## config.mk

```make
export PLATFORM = sky130hd
export DESIGN_NAME = load_halfword_multi_string_unit
export DESIGN_NICKNAME = d
export VERILOG_FILES = /design/src/load_unit_pkg.sv /design/src/load_addr_gen.sv /design/src/load_halfword_multi_string_unit.sv
export SDC_FILE = /design/constraint.sdc
export NUM_CORES = 1
export LEC_CHECK = 0
export BUFFER_PORTS_ARGS = -buffer_cell sky130_fd_sc_hd__buf_2
export CAP_MARGIN = 15
export CORE_MARGIN = 3
export CORE_UTILIZATION = 48
export DETAILED_ROUTE_END_ITERATION = 10
export PLACE_DENSITY_LB_ADDON = 0.2
export SLEW_MARGIN = 20
export SYNTH_ARGS = -nofsm -noshare
export SYNTH_HDL_FRONTEND = slang
export SYNTH_HIERARCHICAL = 1
export SYNTH_SLANG_ARGS = --single-unit
```

## constraint.sdc

```tcl
create_clock -name clock -period 4.24 [get_ports clock]
set_input_delay 0 -clock clock [delete_from_list [all_inputs] [get_ports clock]]
set_output_delay 0 -clock clock [all_outputs]
set_load 0.005 [all_outputs]
```

## src/load_unit_pkg.sv

```systemverilog
package load_unit_pkg;

    localparam int unsigned CLOCK_HZ = 50_000_000;
    localparam logic [4:0] REG_ZERO = 5'h00;
    localparam logic [4:0] REG_LAST = 5'h1f;
    localparam logic [5:0] STRING_FULL_COUNT = 6'h20;
    localparam logic [31:0] WORD_ZERO = 32'h0000_0000;
    localparam logic [31:0] WORD_STEP = 32'h0000_0004;
    localparam logic [5:0] WORD_BYTES = 6'h04;
    localparam logic [1:0] SIZE_HALF = 2'h1;
    localparam logic [1:0] SIZE_WORD = 2'h3;

    typedef enum logic [3:0] {
        op_lha,
        op_lhau,
        op_lhax,
        op_lhaux,
        op_lhz,
        op_lhzu,
        op_lhzx,
        op_lhzux,
        op_lhbrx,
        op_lmw,
        op_lswi
    } load_op_t;

    typedef struct packed {
        load_op_t op;
        logic [4:0] target_register;
        logic [4:0] base_register;
        logic [4:0] index_register;
        logic [15:0] displacement;
        logic [4:0] immediate_byte_count;
        logic record_bit;
    } load_cmd_t;

    typedef struct packed {
        logic [31:0] addr;
        logic [1:0] size_m1;
    } mem_req_t;

    typedef struct packed {
        logic en;
        logic [4:0] num;
        logic [31:0] data;
    } reg_write_t;

    typedef enum logic [1:0] {
        st_idle,
        st_req,
        st_wait
    } load_state_t;

endpackage : load_unit_pkg
```

## src/load_addr_gen.sv

```systemverilog
`timescale 1ns/1ps
module load_addr_gen
    import load_unit_pkg::*;
(
    // Operands
    input wire logic [4:0] base_field,
    input wire logic [31:0] base_value,
    input wire logic [31:0] index_value,
    input wire logic [15:0] displacement,
    // Form selection
    input wire logic use_index,
    input wire logic use_disp,
    // Result
    output logic [31:0] effective_address
);
    logic [31:0] base_eff;
    logic [31:0] offset;

    always_comb begin
        base_eff = (base_field == REG_ZERO) ? WORD_ZERO : base_value;
        if (use_index) begin
            offset = index_value;
        end else if (use_disp) begin
            offset = {{16{displacement[15]}}, displacement};
        end else begin
            offset = WORD_ZERO;
        end
        effective_address = base_eff + offset;
    end
endmodule : load_addr_gen

```

## src/load_halfword_multi_string_unit.sv

```systemverilog
`timescale 1ns/1ps
// Behaviour
// - Indexed forms add base value and full index register contents.
// - Base field zero means base value constant zero, not register zero.
// - Displacement forms sign-extend the sixteen-bit displacement before adding.
// - Update forms write address back to base; zero or equal-target base invalid.
// - Algebraic halfword loads sign-extend the fetched halfword to 32 bits.
// - Zero-extending halfword loads clear the upper sixteen bits.
// - Byte-reversed halfword load swaps the two bytes, then zero-extends.
// - Record bit set on X-forms leaves condition field zero undefined.
// - Load-multiple fills target register through register 31 from consecutive words.
// - Load-multiple may be aborted midway and restarted from the beginning.
// - String load address is base contents alone, or zero for field zero.
// - String load byte count comes from the immediate; zero means 32.
// - String load packs bytes four per register until the count runs out.
// - Lowest-addressed byte goes to the most significant byte position.
// - Bits right of the last loaded byte in the final register are zero.
// - String destination registers wrap from register 31 to register zero.
module load_halfword_multi_string_unit
    import load_unit_pkg::*;
(
    // Clock and reset
    input wire logic clock,
    input wire logic rst_n,
    // Command from issue
    input wire logic cmd_valid,
    input wire load_cmd_t cmd,
    output logic cmd_ready,
    // Register file read ports
    output logic [4:0] rd_base_num,
    output logic [4:0] rd_index_num,
    input wire logic [31:0] rd_base_data,
    input wire logic [31:0] rd_index_data,
    // Storage access
    output logic mem_valid,
    output mem_req_t mem_req,
    input wire logic mem_ack,
    input wire logic [31:0] mem_rdata,
    // Abort from interrupt logic
    input wire logic abort,
    // Results
    output reg_write_t wr_a,
    output reg_write_t wr_b,
    output logic invalid_form,
    output logic condition_field_zero_write,
    output logic done
);

    typedef struct packed {
        load_state_t state;
        load_cmd_t cmd;
        logic [31:0] addr;
        logic [4:0] dest;
        logic [5:0] remain;
        logic cmd_ready;
        logic [4:0] rd_base_num;
        logic [4:0] rd_index_num;
        logic mem_valid;
        mem_req_t mem_req;
        reg_write_t wr_a;
        reg_write_t wr_b;
        logic invalid_form;
        logic condition_field_zero_write;
        logic done;
    } unit_state_t;

    unit_state_t s_q;
    unit_state_t s_d;
    logic [31:0] effective_address;
    logic use_index;
    logic use_disp;

    function automatic logic is_update(input load_op_t op);
        return op inside {op_lhau, op_lhaux, op_lhzu, op_lhzux};
    endfunction : is_update

    function automatic logic is_xform(input load_op_t op);
        return op inside {op_lhax, op_lhaux, op_lhzx, op_lhzux, op_lhbrx};
    endfunction : is_xform

    // Bytes in the next string word, capped at four
    function automatic logic [2:0] chunk(input logic [5:0] remain);
        return (remain > WORD_BYTES) ? WORD_BYTES[2:0] : remain[2:0];
    endfunction : chunk

    assign use_index = is_xform(s_q.cmd.op);
    assign use_disp = !(s_q.cmd.op inside {op_lswi}) && !use_index;

    load_addr_gen u_addr (
        .base_field(s_q.cmd.base_register),
        .base_value(rd_base_data),
        .index_value(rd_index_data),
        .displacement(s_q.cmd.displacement),
        .use_index(use_index),
        .use_disp(use_disp),
        .effective_address(effective_address)
    );

    always_comb begin
        logic [15:0] half;
        logic [31:0] word;
        logic [2:0] n;
        half = 16'h0000;
        word = WORD_ZERO;
        n = chunk(s_q.remain);
        s_d = s_q;
        s_d.wr_a.en = 1'b0;
        s_d.wr_b.en = 1'b0;
        s_d.done = 1'b0;
        s_d.invalid_form = 1'b0;
        s_d.condition_field_zero_write = 1'b0;
        case (s_q.state)
            st_idle: begin
                s_d.cmd_ready = 1'b1;
                if (cmd_valid && s_q.cmd_ready) begin
                    s_d.cmd = cmd;
                    s_d.cmd_ready = 1'b0;
                    s_d.rd_base_num = cmd.base_register;
                    s_d.rd_index_num = cmd.index_register;
                    s_d.dest = cmd.target_register;
                    s_d.remain = (cmd.immediate_byte_count == REG_ZERO) ?
                        STRING_FULL_COUNT : {1'b0, cmd.immediate_byte_count};
                    s_d.state = st_req;
                end
            end
            st_req: begin
                // Update forms with a zero or aliased base are refused without writes
                if (is_update(s_q.cmd.op) && (s_q.cmd.base_register == REG_ZERO
                        || s_q.cmd.base_register == s_q.cmd.target_register)) begin
                    s_d.invalid_form = 1'b1;
                    s_d.done = 1'b1;
                    s_d.cmd_ready = 1'b1;
                    s_d.state = st_idle;
                end else begin
                    s_d.addr = effective_address;
                    s_d.mem_valid = 1'b1;
                    s_d.mem_req.addr = effective_address;
                    s_d.mem_req.size_m1 = (s_q.cmd.op inside {op_lmw, op_lswi}) ?
                        SIZE_WORD : SIZE_HALF;
                    s_d.state = st_wait;
                end
            end
            st_wait: begin
                if (abort) begin
                    // Partial writes stay; reissue restarts the whole instruction
                    s_d.mem_valid = 1'b0;
                    s_d.cmd_ready = 1'b1;
                    s_d.state = st_idle;
                end else if (mem_ack) begin
                    s_d.mem_valid = 1'b0;
                    s_d.wr_a.en = 1'b1;
                    s_d.wr_a.num = s_q.dest;
                    half = mem_rdata[31:16];
                    case (s_q.cmd.op)
                        op_lha, op_lhau, op_lhax, op_lhaux:
                            word = {{16{half[15]}}, half};
                        op_lhz, op_lhzu, op_lhzx, op_lhzux:
                            word = {16'h0000, half};
                        op_lhbrx:
                            word = {16'h0000, half[7:0], half[15:8]};
                        op_lmw:
                            word = mem_rdata;
                        op_lswi: begin
                            // First byte fetched lands in the top lane
                            word = mem_rdata;
                            for (int i = 0; i < 4; i++) begin
                                if (3'(i) >= n) begin
                                    word[31 - 8*i -: 8] = 8'h00;
                                end
                            end
                        end
                        default: word = WORD_ZERO;
                    endcase
                    s_d.wr_a.data = word;
                    // Base write-back uses the address latched before any data write
                    if (is_update(s_q.cmd.op)) begin
                        s_d.wr_b.en = 1'b1;
                        s_d.wr_b.num = s_q.cmd.base_register;
                        s_d.wr_b.data = s_q.addr;
                    end
                    s_d.condition_field_zero_write = is_xform(s_q.cmd.op)
                        && s_q.cmd.record_bit;
                    if (s_q.cmd.op == op_lmw && s_q.dest != REG_LAST) begin
                        s_d.dest = s_q.dest + 5'h01;
                        s_d.addr = s_q.addr + WORD_STEP;
                        s_d.mem_req.addr = s_q.addr + WORD_STEP;
                        s_d.mem_valid = 1'b1;
                    end else if (s_q.cmd.op == op_lswi && s_q.remain > WORD_BYTES) begin
                        s_d.remain = s_q.remain - WORD_BYTES;
                        s_d.dest = s_q.dest + 5'h01;
                        s_d.addr = s_q.addr + WORD_STEP;
                        s_d.mem_req.addr = s_q.addr + WORD_STEP;
                        s_d.mem_valid = 1'b1;
                    end else begin
                        s_d.done = 1'b1;
                        s_d.cmd_ready = 1'b1;
                        s_d.state = st_idle;
                    end
                end
            end
            default: s_d.state = st_idle;
        endcase
    end

    always_ff @(posedge clock) begin
        if (!rst_n) begin
            s_q <= '0;
        end else begin
            s_q <= s_d;
        end
    end

    assign cmd_ready = s_q.cmd_ready;
    assign rd_base_num = s_q.rd_base_num;
    assign rd_index_num = s_q.rd_index_num;
    assign mem_valid = s_q.mem_valid;
    assign mem_req = s_q.mem_req;
    assign wr_a = s_q.wr_a;
    assign wr_b = s_q.wr_b;
    assign invalid_form = s_q.invalid_form;
    assign condition_field_zero_write = s_q.condition_field_zero_write;
    assign done = s_q.done;

    property p_sext;
        @(posedge clock) disable iff (!rst_n)
        (s_q.state == st_wait && mem_ack && !abort && s_q.cmd.op == op_lha)
        |=> wr_a.en && wr_a.data == {{16{$past(mem_rdata[31])}}, $past(mem_rdata[31:16])};
    endproperty
    a_sext: assert property (p_sext) else $error("sign extension wrong");

    property p_zext;
        @(posedge clock) disable iff (!rst_n)
        (s_q.state == st_wait && mem_ack && !abort && s_q.cmd.op == op_lhz)
        |=> wr_a.data[31:16] == 16'h0000;
    endproperty
    a_zext: assert property (p_zext) else $error("upper half not zero");

    property p_brev;
        @(posedge clock) disable iff (!rst_n)
        (s_q.state == st_wait && mem_ack && !abort && s_q.cmd.op == op_lhbrx)
        |=> wr_a.data == {16'h0000, $past(mem_rdata[23:16]), $past(mem_rdata[31:24])};
    endproperty
    a_brev: assert property (p_brev) else $error("byte reverse wrong");

    property p_invalid;
        @(posedge clock) disable iff (!rst_n)
        (s_q.state == st_req && is_update(s_q.cmd.op) && s_q.cmd.base_register == REG_ZERO)
        |=> invalid_form && !wr_a.en && !wr_b.en && !mem_valid;
    endproperty
    a_invalid: assert property (p_invalid) else $error("invalid update form ran");

    property p_wb;
        @(posedge clock) disable iff (!rst_n)
        wr_b.en |-> wr_a.en && wr_b.num != wr_a.num;
    endproperty
    a_wb: assert property (p_wb) else $error("write-back aliases target");

    property p_ea_zero;
        @(posedge clock) disable iff (!rst_n)
        (s_q.state == st_req && s_q.cmd.op == op_lswi && s_q.cmd.base_register == REG_ZERO)
        |=> mem_req.addr == WORD_ZERO;
    endproperty
    a_ea_zero: assert property (p_ea_zero) else $error("string address not zero");

    property p_wrap;
        @(posedge clock) disable iff (!rst_n)
        (wr_a.en && s_q.cmd.op == op_lswi && wr_a.num == REG_LAST && mem_valid)
        |-> s_q.dest == REG_ZERO;
    endproperty
    a_wrap: assert property (p_wrap) else $error("no wrap to register zero");

    property p_fill;
        @(posedge clock) disable iff (!rst_n)
        (s_q.state == st_wait && mem_ack && !abort && s_q.cmd.op == op_lswi
            && s_q.remain == 6'h01)
        |=> wr_a.data[23:0] == 24'h000000 && done;
    endproperty
    a_fill: assert property (p_fill) else $error("string tail not cleared");

    property p_lmw_end;
        @(posedge clock) disable iff (!rst_n)
        (wr_a.en && s_q.cmd.op == op_lmw && done) |-> wr_a.num == REG_LAST;
    endproperty
    a_lmw_end: assert property (p_lmw_end) else $error("multiple ended early");

    property p_index_ea;
        @(posedge clock) disable iff (!rst_n)
        (s_q.state == st_req && is_xform(s_q.cmd.op) && s_q.cmd.base_register != REG_ZERO
            && s_q.cmd.base_register != s_q.cmd.target_register)
        |=> mem_req.addr == $past(rd_base_data) + $past(rd_index_data);
    endproperty
    a_index_ea: assert property (p_index_ea) else $error("indexed address wrong");

    property p_disp_ea;
        @(posedge clock) disable iff (!rst_n)
        (s_q.state == st_req && s_q.cmd.op inside {op_lha, op_lhz})
        |=> mem_req.addr == {{16{s_q.cmd.displacement[15]}}, s_q.cmd.displacement}
            + ((s_q.cmd.base_register == REG_ZERO) ? WORD_ZERO : $past(rd_base_data));
    endproperty
    a_disp_ea: assert property (p_disp_ea) else $error("base plus offset wrong");

    property p_string_ea;
        @(posedge clock) disable iff (!rst_n)
        (s_q.state == st_req && s_q.cmd.op == op_lswi && s_q.cmd.base_register != REG_ZERO)
        |=> mem_req.addr == $past(rd_base_data);
    endproperty
    a_string_ea: assert property (p_string_ea) else $error("string address not base");

    property p_count_zero;
        @(posedge clock) disable iff (!rst_n)
        (s_q.state == st_idle && cmd_valid && cmd_ready && cmd.op == op_lswi
            && cmd.immediate_byte_count == '0)
        |=> s_q.state == st_req && s_q.remain == STRING_FULL_COUNT;
    endproperty
    a_count_zero: assert property (p_count_zero) else $error("zero count not full");

    property p_multi_word;
        @(posedge clock) disable iff (!rst_n)
        (s_q.state == st_wait && mem_ack && !abort && s_q.cmd.op == op_lmw)
        |=> wr_a.en && wr_a.num == $past(s_q.dest) && wr_a.data == $past(mem_rdata);
    endproperty
    a_multi_word: assert property (p_multi_word) else $error("word misplaced");

    property p_string_step;
        @(posedge clock) disable iff (!rst_n)
        (s_q.state == st_wait && mem_ack && !abort && s_q.cmd.op == op_lswi
            && s_q.remain > WORD_BYTES)
        |=> mem_valid && !done && wr_a.data == $past(mem_rdata)
            && mem_req.addr == $past(s_q.addr) + WORD_STEP;
    endproperty
    a_string_step: assert property (p_string_step) else $error("string step wrong");

    property p_abort;
        @(posedge clock) disable iff (!rst_n)
        (s_q.state == st_wait && abort)
        |=> !mem_valid && !wr_a.en && !done && cmd_ready;
    endproperty
    a_abort: assert property (p_abort) else $error("abort left work running");

    property p_update_wb;
        @(posedge clock) disable iff (!rst_n)
        (s_q.state == st_wait && mem_ack && !abort && is_update(s_q.cmd.op))
        |=> wr_b.en && wr_b.num == $past(s_q.cmd.base_register)
            && wr_b.data == $past(s_q.addr);
    endproperty
    a_update_wb: assert property (p_update_wb) else $error("update write-back wrong");

    property p_no_wb;
        @(posedge clock) disable iff (!rst_n)
        (s_q.state == st_wait && mem_ack && !abort && !is_update(s_q.cmd.op))
        |=> !wr_b.en;
    endproperty
    a_no_wb: assert property (p_no_wb) else $error("stray base write");

endmodule : load_halfword_multi_string_unit

```

==> flow_summary.html <==
<table>
<tr><th>Metric</th><th>Value</th></tr>
<tr><th colspan="2">Status</th></tr>
<tr><td>Status</td><td>finished clean</td></tr>
<tr><th colspan="2">Route</th></tr>
<tr><td>First DRT Iteration DRCs</td><td>732</td></tr>
<tr><td>Routed Antenna Nets</td><td>0</td></tr>
<tr><td>Vias post-DR</td><td>between 10000 and 15000</td></tr>
<tr><td>Number of remaining DRC errors</td><td>0</td></tr>
<tr><td>Post-Route WL</td><td>between 30000 and 40000 um</td></tr>
<tr><td>Drt pass-1 iters</td><td>5</td></tr>
<tr><td>Routed vias/inst</td><td>5.47</td></tr>
<tr><td>Routed length per instance</td><td>17.2 um</td></tr>
<tr><th colspan="2">Synthesis</th></tr>
<tr><td>Area share of xor/xnor cells in the synthesized design</td><td>0.0433</td></tr>
<tr><td>Fraction of the mapped netlist area in adder cells</td><td>0.0455</td></tr>
<tr><td>Library cells used by synthesis</td><td>84</td></tr>
<tr><td>Synthesized-area fraction occupied by ao, oa, aoi and oai cells</td><td>0.244</td></tr>
<tr><td>Main combinational cell family by area after synthesis</td><td>compound AO/OA/AOI/OAI gates</td></tr>
<tr><td>FF+latch count, synth</td><td>196</td></tr>
<tr><td>Number of flops mapped to enable cells by yosys</td><td>0</td></tr>
<tr><td>Synthesized area per cell</td><td>7.85 um2</td></tr>
<tr><td>Multiplexer area fraction after synthesis</td><td>0.00342</td></tr>
<tr><td>Total nets after synthesis</td><td>around 1700</td></tr>
<tr><td>Post-Synthesis Cell Area</td><td>~0.012 mm2</td></tr>
<tr><td>Synthesized instance count</td><td>around 1500</td></tr>
<tr><td>Async SR Flop Fraction</td><td>0</td></tr>
<tr><td>Post-Synth Simple-Gate Area</td><td>0.208</td></tr>
<tr><td>Share of the yosys chip area belonging to registers</td><td>0.335</td></tr>
<tr><td>Yosys warning total</td><td>6</td></tr>
<tr><td>Most used DFF post-synth</td><td>sky130_fd_sc_hd__dfxtp_1</td></tr>
<tr><th colspan="2">Global routing</th></tr>
<tr><td>Overall routing resource usage</td><td>0.257</td></tr>
<tr><td>Maximum number of pins on one net before global-route repair</td><td>96</td></tr>
<tr><td>Number of antenna violations at the first check in global routing</td><td>0</td></tr>
<tr><td>First-pass GRT wire length</td><td>54800 um</td></tr>
<tr><td>GRT overflow</td><td>0</td></tr>
<tr><td>Number of global-route vias before repair</td><td>between 10000 and 15000</td></tr>
<tr><th colspan="2">Critical path</th></tr>
<tr><td>Worst flop-to-flop path endpoint</td><td>s_q[166]</td></tr>
<tr><td>Required time worst endpoint</td><td>4.60 ns</td></tr>
<tr><td>Arrival time at the worst endpoint</td><td>4.37 ns</td></tr>
<tr><td>Register-to-register setup slack</td><td>0.23 ns</td></tr>
<tr><td>Reg2Reg Depth</td><td>18</td></tr>
<tr><td>Critical path type</td><td>register to register</td></tr>
<tr><td>Category of the worst setup path launch point</td><td>register</td></tr>
<tr><td>Worst R2R Start</td><td>s_q[207]</td></tr>
<tr><td>Sort of element at the end of the critical path</td><td>register</td></tr>
<tr><td>Crit Path Max Fanout</td><td>6</td></tr>
<tr><th colspan="2">Pwr</th></tr>
<tr><td>Worst voltage drop across the vdd grid</td><td>0.000243 V</td></tr>
<tr><td>Ratio of total power to cell area</td><td>347 mW/mm2</td></tr>
<tr><td>Static Leakage</td><td>0.00599 uW</td></tr>
<tr><th colspan="2">Worst hold path</th></tr>
<tr><td>HP Start</td><td>cmd[5]</td></tr>
<tr><td>Worst hold path stage count</td><td>5</td></tr>
<tr><td>Type of the worst min-delay path</td><td>input pin to register</td></tr>
<tr><td>Worst hold endpoint</td><td>s_q[129]</td></tr>
<tr><th colspan="2">Clock network</th></tr>
<tr><td>TritonCTS Sinks</td><td>just under 200</td></tr>
<tr><td>Clock transition at the registers of the reported paths</td><td>0.08 ns</td></tr>
<tr><td>Number of levels in the clock H-tree</td><td>4</td></tr>
<tr><td>Clock tree from TritonCTS</td><td>built</td></tr>
<tr><td>Clock root cell</td><td>sky130_fd_sc_hd__clkbuf_16</td></tr>
<tr><td>Buffer depth of the longest clock path</td><td>2</td></tr>
<tr><td>Number of buffers inserted during clock tree synthesis</td><td>17</td></tr>
<tr><td>Worst-Skew Late Latency</td><td>between 0.4 and 0.5 ns</td></tr>
<tr><th colspan="2">Final layout</th></tr>
<tr><td>Final Non-Filler Cells</td><td>2023</td></tr>
<tr><td>Layout overhead on the synthesized area</td><td>18.4%</td></tr>
<tr><td>Post-layout net count</td><td>approximately 1900</td></tr>
<tr><td>Layout cells sized above 1</td><td>0.221</td></tr>
<tr><td>Antenna diode count</td><td>0</td></tr>
<tr><td>Combined flip-flop and latch cell area</td><td>0.00392 mm2</td></tr>
<tr><td>Fill cells</td><td>2202</td></tr>
<tr><td>Area of the multi-input gates</td><td>0.00641 mm2</td></tr>
<tr><th colspan="2">STA</th></tr>
<tr><td>Maximum clock rate</td><td>about 250 MHz</td></tr>
<tr><td>Transition time at the pin with the least slew margin</td><td>between 1 and 1.5 ns</td></tr>
<tr><td>RSZ-0062 raised after global routing</td><td>no</td></tr>
<tr><td>Endpoints failing setup</td><td>0</td></tr>
<tr><td>Final Hold Viols</td><td>0</td></tr>
<tr><td>Share of the cycle needed by the critical path after routing</td><td>0.945</td></tr>
<tr><td>Total Negative Setup Slacks</td><td>0 ns</td></tr>
<tr><td>Number of pins with negative max-slew slack in the final report</td><td>0</td></tr>
<tr><td>Headroom to the max-slew limit</td><td>0.283</td></tr>
<tr><td>Post-layout minimum cycle time</td><td>4.01 ns</td></tr>
<tr><td>Skew final</td><td>0.0158 ns</td></tr>
<tr><th colspan="2">Job</th></tr>
<tr><td>Max-cap check violation count</td><td>0</td></tr>
<tr><th colspan="2">Placement</th></tr>
<tr><td>Post-detailed-placement half-perimeter wirelength</td><td>25200 um</td></tr>
<tr><td>Routability-driven placement congestion ratio</td><td>0.895</td></tr>
<tr><td>DP Cell Count</td><td>1908</td></tr>
<tr><td>Count of buffers from port buffering</td><td>266</td></tr>
<tr><th colspan="2">Floorplanning</th></tr>
<tr><td>Area of the core</td><td>approximately 0.024 mm2</td></tr>
<tr><td>Cell Rows</td><td>56</td></tr>
<tr><td>Die height</td><td>162 um</td></tr>
<tr><td>Die X-Extent</td><td>162 um</td></tr>
<tr><td>Die outline area</td><td>0.0263 mm2</td></tr>
<tr><td>Effective utilization at floorplan</td><td>0.493</td></tr>
<tr><td>Top-level port count</td><td>267</td></tr>
</table>
-- final cells by class --
cell class,count,share of cell area
Tap cell,319,0.0288
Multi-Input combinational cell,1061,0.462
Clock buffer,18,0.0309
Clock inverter,14,0.0118
Sequential cell,196,0.283
Timing Repair Buffer,381,0.175
Inverter,34,0.00938
-- stage by stage --
stage                     setup WS (ns)  hold slack (ns)  power [uW]   util  instance area, um2
final                             0.232           0.0464        4810  0.584               13900
after global routing           0.000970           0.0442        5040  0.584               13900
after CTS                         0.169           0.0250        4830  0.584               13900
after global placement            0.276            0.223        3130  0.524               12400
after floorplan                  0.0979            0.117        2810      -               11700
after detailed placement          0.213            0.228        3140  0.524               12400
-- critical path: stages (launching register included) --
cell	delay (ns)
sky130_fd_sc_hd__dfxtp_1	0.32
sky130_fd_sc_hd__nand2b_1	0.18
sky130_fd_sc_hd__nor3_2	0.15
sky130_fd_sc_hd__nand2b_2	0.20
sky130_fd_sc_hd__nor2b_1	0.09
sky130_fd_sc_hd__a22o_1	0.22
sky130_fd_sc_hd__ha_1	0.24
sky130_fd_sc_hd__fa_1	0.41
sky130_fd_sc_hd__a21o_1	0.21
sky130_fd_sc_hd__a211o_2	0.35
sky130_fd_sc_hd__a21oi_4	0.19
sky130_fd_sc_hd__o21a_4	0.17
sky130_fd_sc_hd__nor2_4	0.05
sky130_fd_sc_hd__o21a_1	0.20
sky130_fd_sc_hd__a221oi_2	0.25
sky130_fd_sc_hd__xnor2_1	0.18
sky130_fd_sc_hd__nor2_1	0.07
sky130_fd_sc_hd__a211o_1	0.30
sky130_fd_sc_hd__a21oi_1	0.13
-- report_power, final --
group          total [uW]  internal, uW  switching [uW]
logic                1160           481             684
registers            2000          1920            82.5
clock network        1640           796             844
total                4810          3200            1610
-- layout by cell type (no fill, tap or decap), types with 16 or more instances in the layout --
cell	synthesis	layout
sky130_fd_sc_hd__xnor2_1	36	36
sky130_fd_sc_hd__buf_4	122	30
sky130_fd_sc_hd__and3_1	17	17
sky130_fd_sc_hd__o2bb2ai_1	16	16
sky130_fd_sc_hd__a22o_1	17	17
sky130_fd_sc_hd__nand3_1	20	20
sky130_fd_sc_hd__dlygate4sd3_1	1	83
sky130_fd_sc_hd__inv_1	33	33
sky130_fd_sc_hd__o21a_1	24	24
sky130_fd_sc_hd__nand2_1	251	251
sky130_fd_sc_hd__o21ai_0	37	37
sky130_fd_sc_hd__buf_2	8	266
sky130_fd_sc_hd__a211oi_1	16	16
sky130_fd_sc_hd__clkbuf_16	0	17
sky130_fd_sc_hd__nor2b_1	56	56
sky130_fd_sc_hd__dfxtp_1	196	196
sky130_fd_sc_hd__nor2_1	84	82
sky130_fd_sc_hd__a21oi_1	218	218
sky130_fd_sc_hd__xor2_1	22	22
sky130_fd_sc_hd__ha_1	41	40
-- what timing repair did --
| item | 4_1_cts | 5_1_grt |
|---|---|---|
| endpoints found under the hold margin | 73 | 0 |
| endpoints found under the setup margin | 0 | 12 |
| hold buffers | 83 | 0 |
| gates resized for setup | 0 | 3 |
| setup buffers | 0 | 0 |
-- state kept, by name, summed over array words and instances (netlist names) --
signal	cells
mem_req	34
condition_field_zero_write	1
wr_a	38
s_q	71
rd_base_num	5
cmd_ready	1
invalid_form	1
mem_valid	1
rd_index_num	5
wr_b	38
done	1
-- synthesized netlist by cell type, types with 24 or more instances --
cell type	count	share of area
sky130_fd_sc_hd__inv_1	33	0.011
sky130_fd_sc_hd__nor2_1	84	0.027
sky130_fd_sc_hd__buf_4	122	0.078
sky130_fd_sc_hd__dfxtp_1	196	0.33
sky130_fd_sc_hd__a21oi_1	218	0.093
sky130_fd_sc_hd__clkbuf_1	61	0.020
sky130_fd_sc_hd__xnor2_1	36	0.027
sky130_fd_sc_hd__o21a_1	24	0.015
sky130_fd_sc_hd__nor2b_1	56	0.030
sky130_fd_sc_hd__nand2_1	251	0.080
sky130_fd_sc_hd__ha_1	41	0.044
sky130_fd_sc_hd__o21ai_0	37	0.016
-- worst max path at each step --
stage          depth (start not counted)      startpoint          end  slack (ns)
2_1_floorplan                         20        s_q[207]  mem_req[32]         0.1
3_3_place_gp                          16  rd_base_num[0]  mem_req[26]        0.28
3_5_place_dp                          16  rd_base_num[0]  mem_req[26]        0.21
4_1_cts                               16  rd_base_num[0]  mem_req[26]        0.17
5_1_grt                               16  rd_base_num[0]  mem_req[29]       0.001
6_report                              18        s_q[207]     s_q[166]        0.23
-- routing by layer --
| layer | track usage | part of all wire | wire [um] | up-vias |
|---|---|---|---|---|
| li1 | - | - | - | 5477 |
| met1 | 0.310 | 0.42 | 14600 | 5177 |
| met2 | 0.452 | 0.49 | 17100 | 339 |
| met3 | 0.0428 | 0.050 | 1730 | 77 |
| met4 | 0.108 | 0.036 | 1260 | 0 |
| met5 | 0 | 0 | 0 | - |
-- kinds of logic (layout without fill, tap and decap cells) --
group,Yosys count,count (layout)
AOI/OAI and AO/OA,441,441
xor gates and xnor gates,58,58
adders and majority gates,42,42
buffers and inverters,236,447
DFF,196,196
muxes,4,4
and+or+nand+nor,516,516
Power figures use the tool's default switching activity.
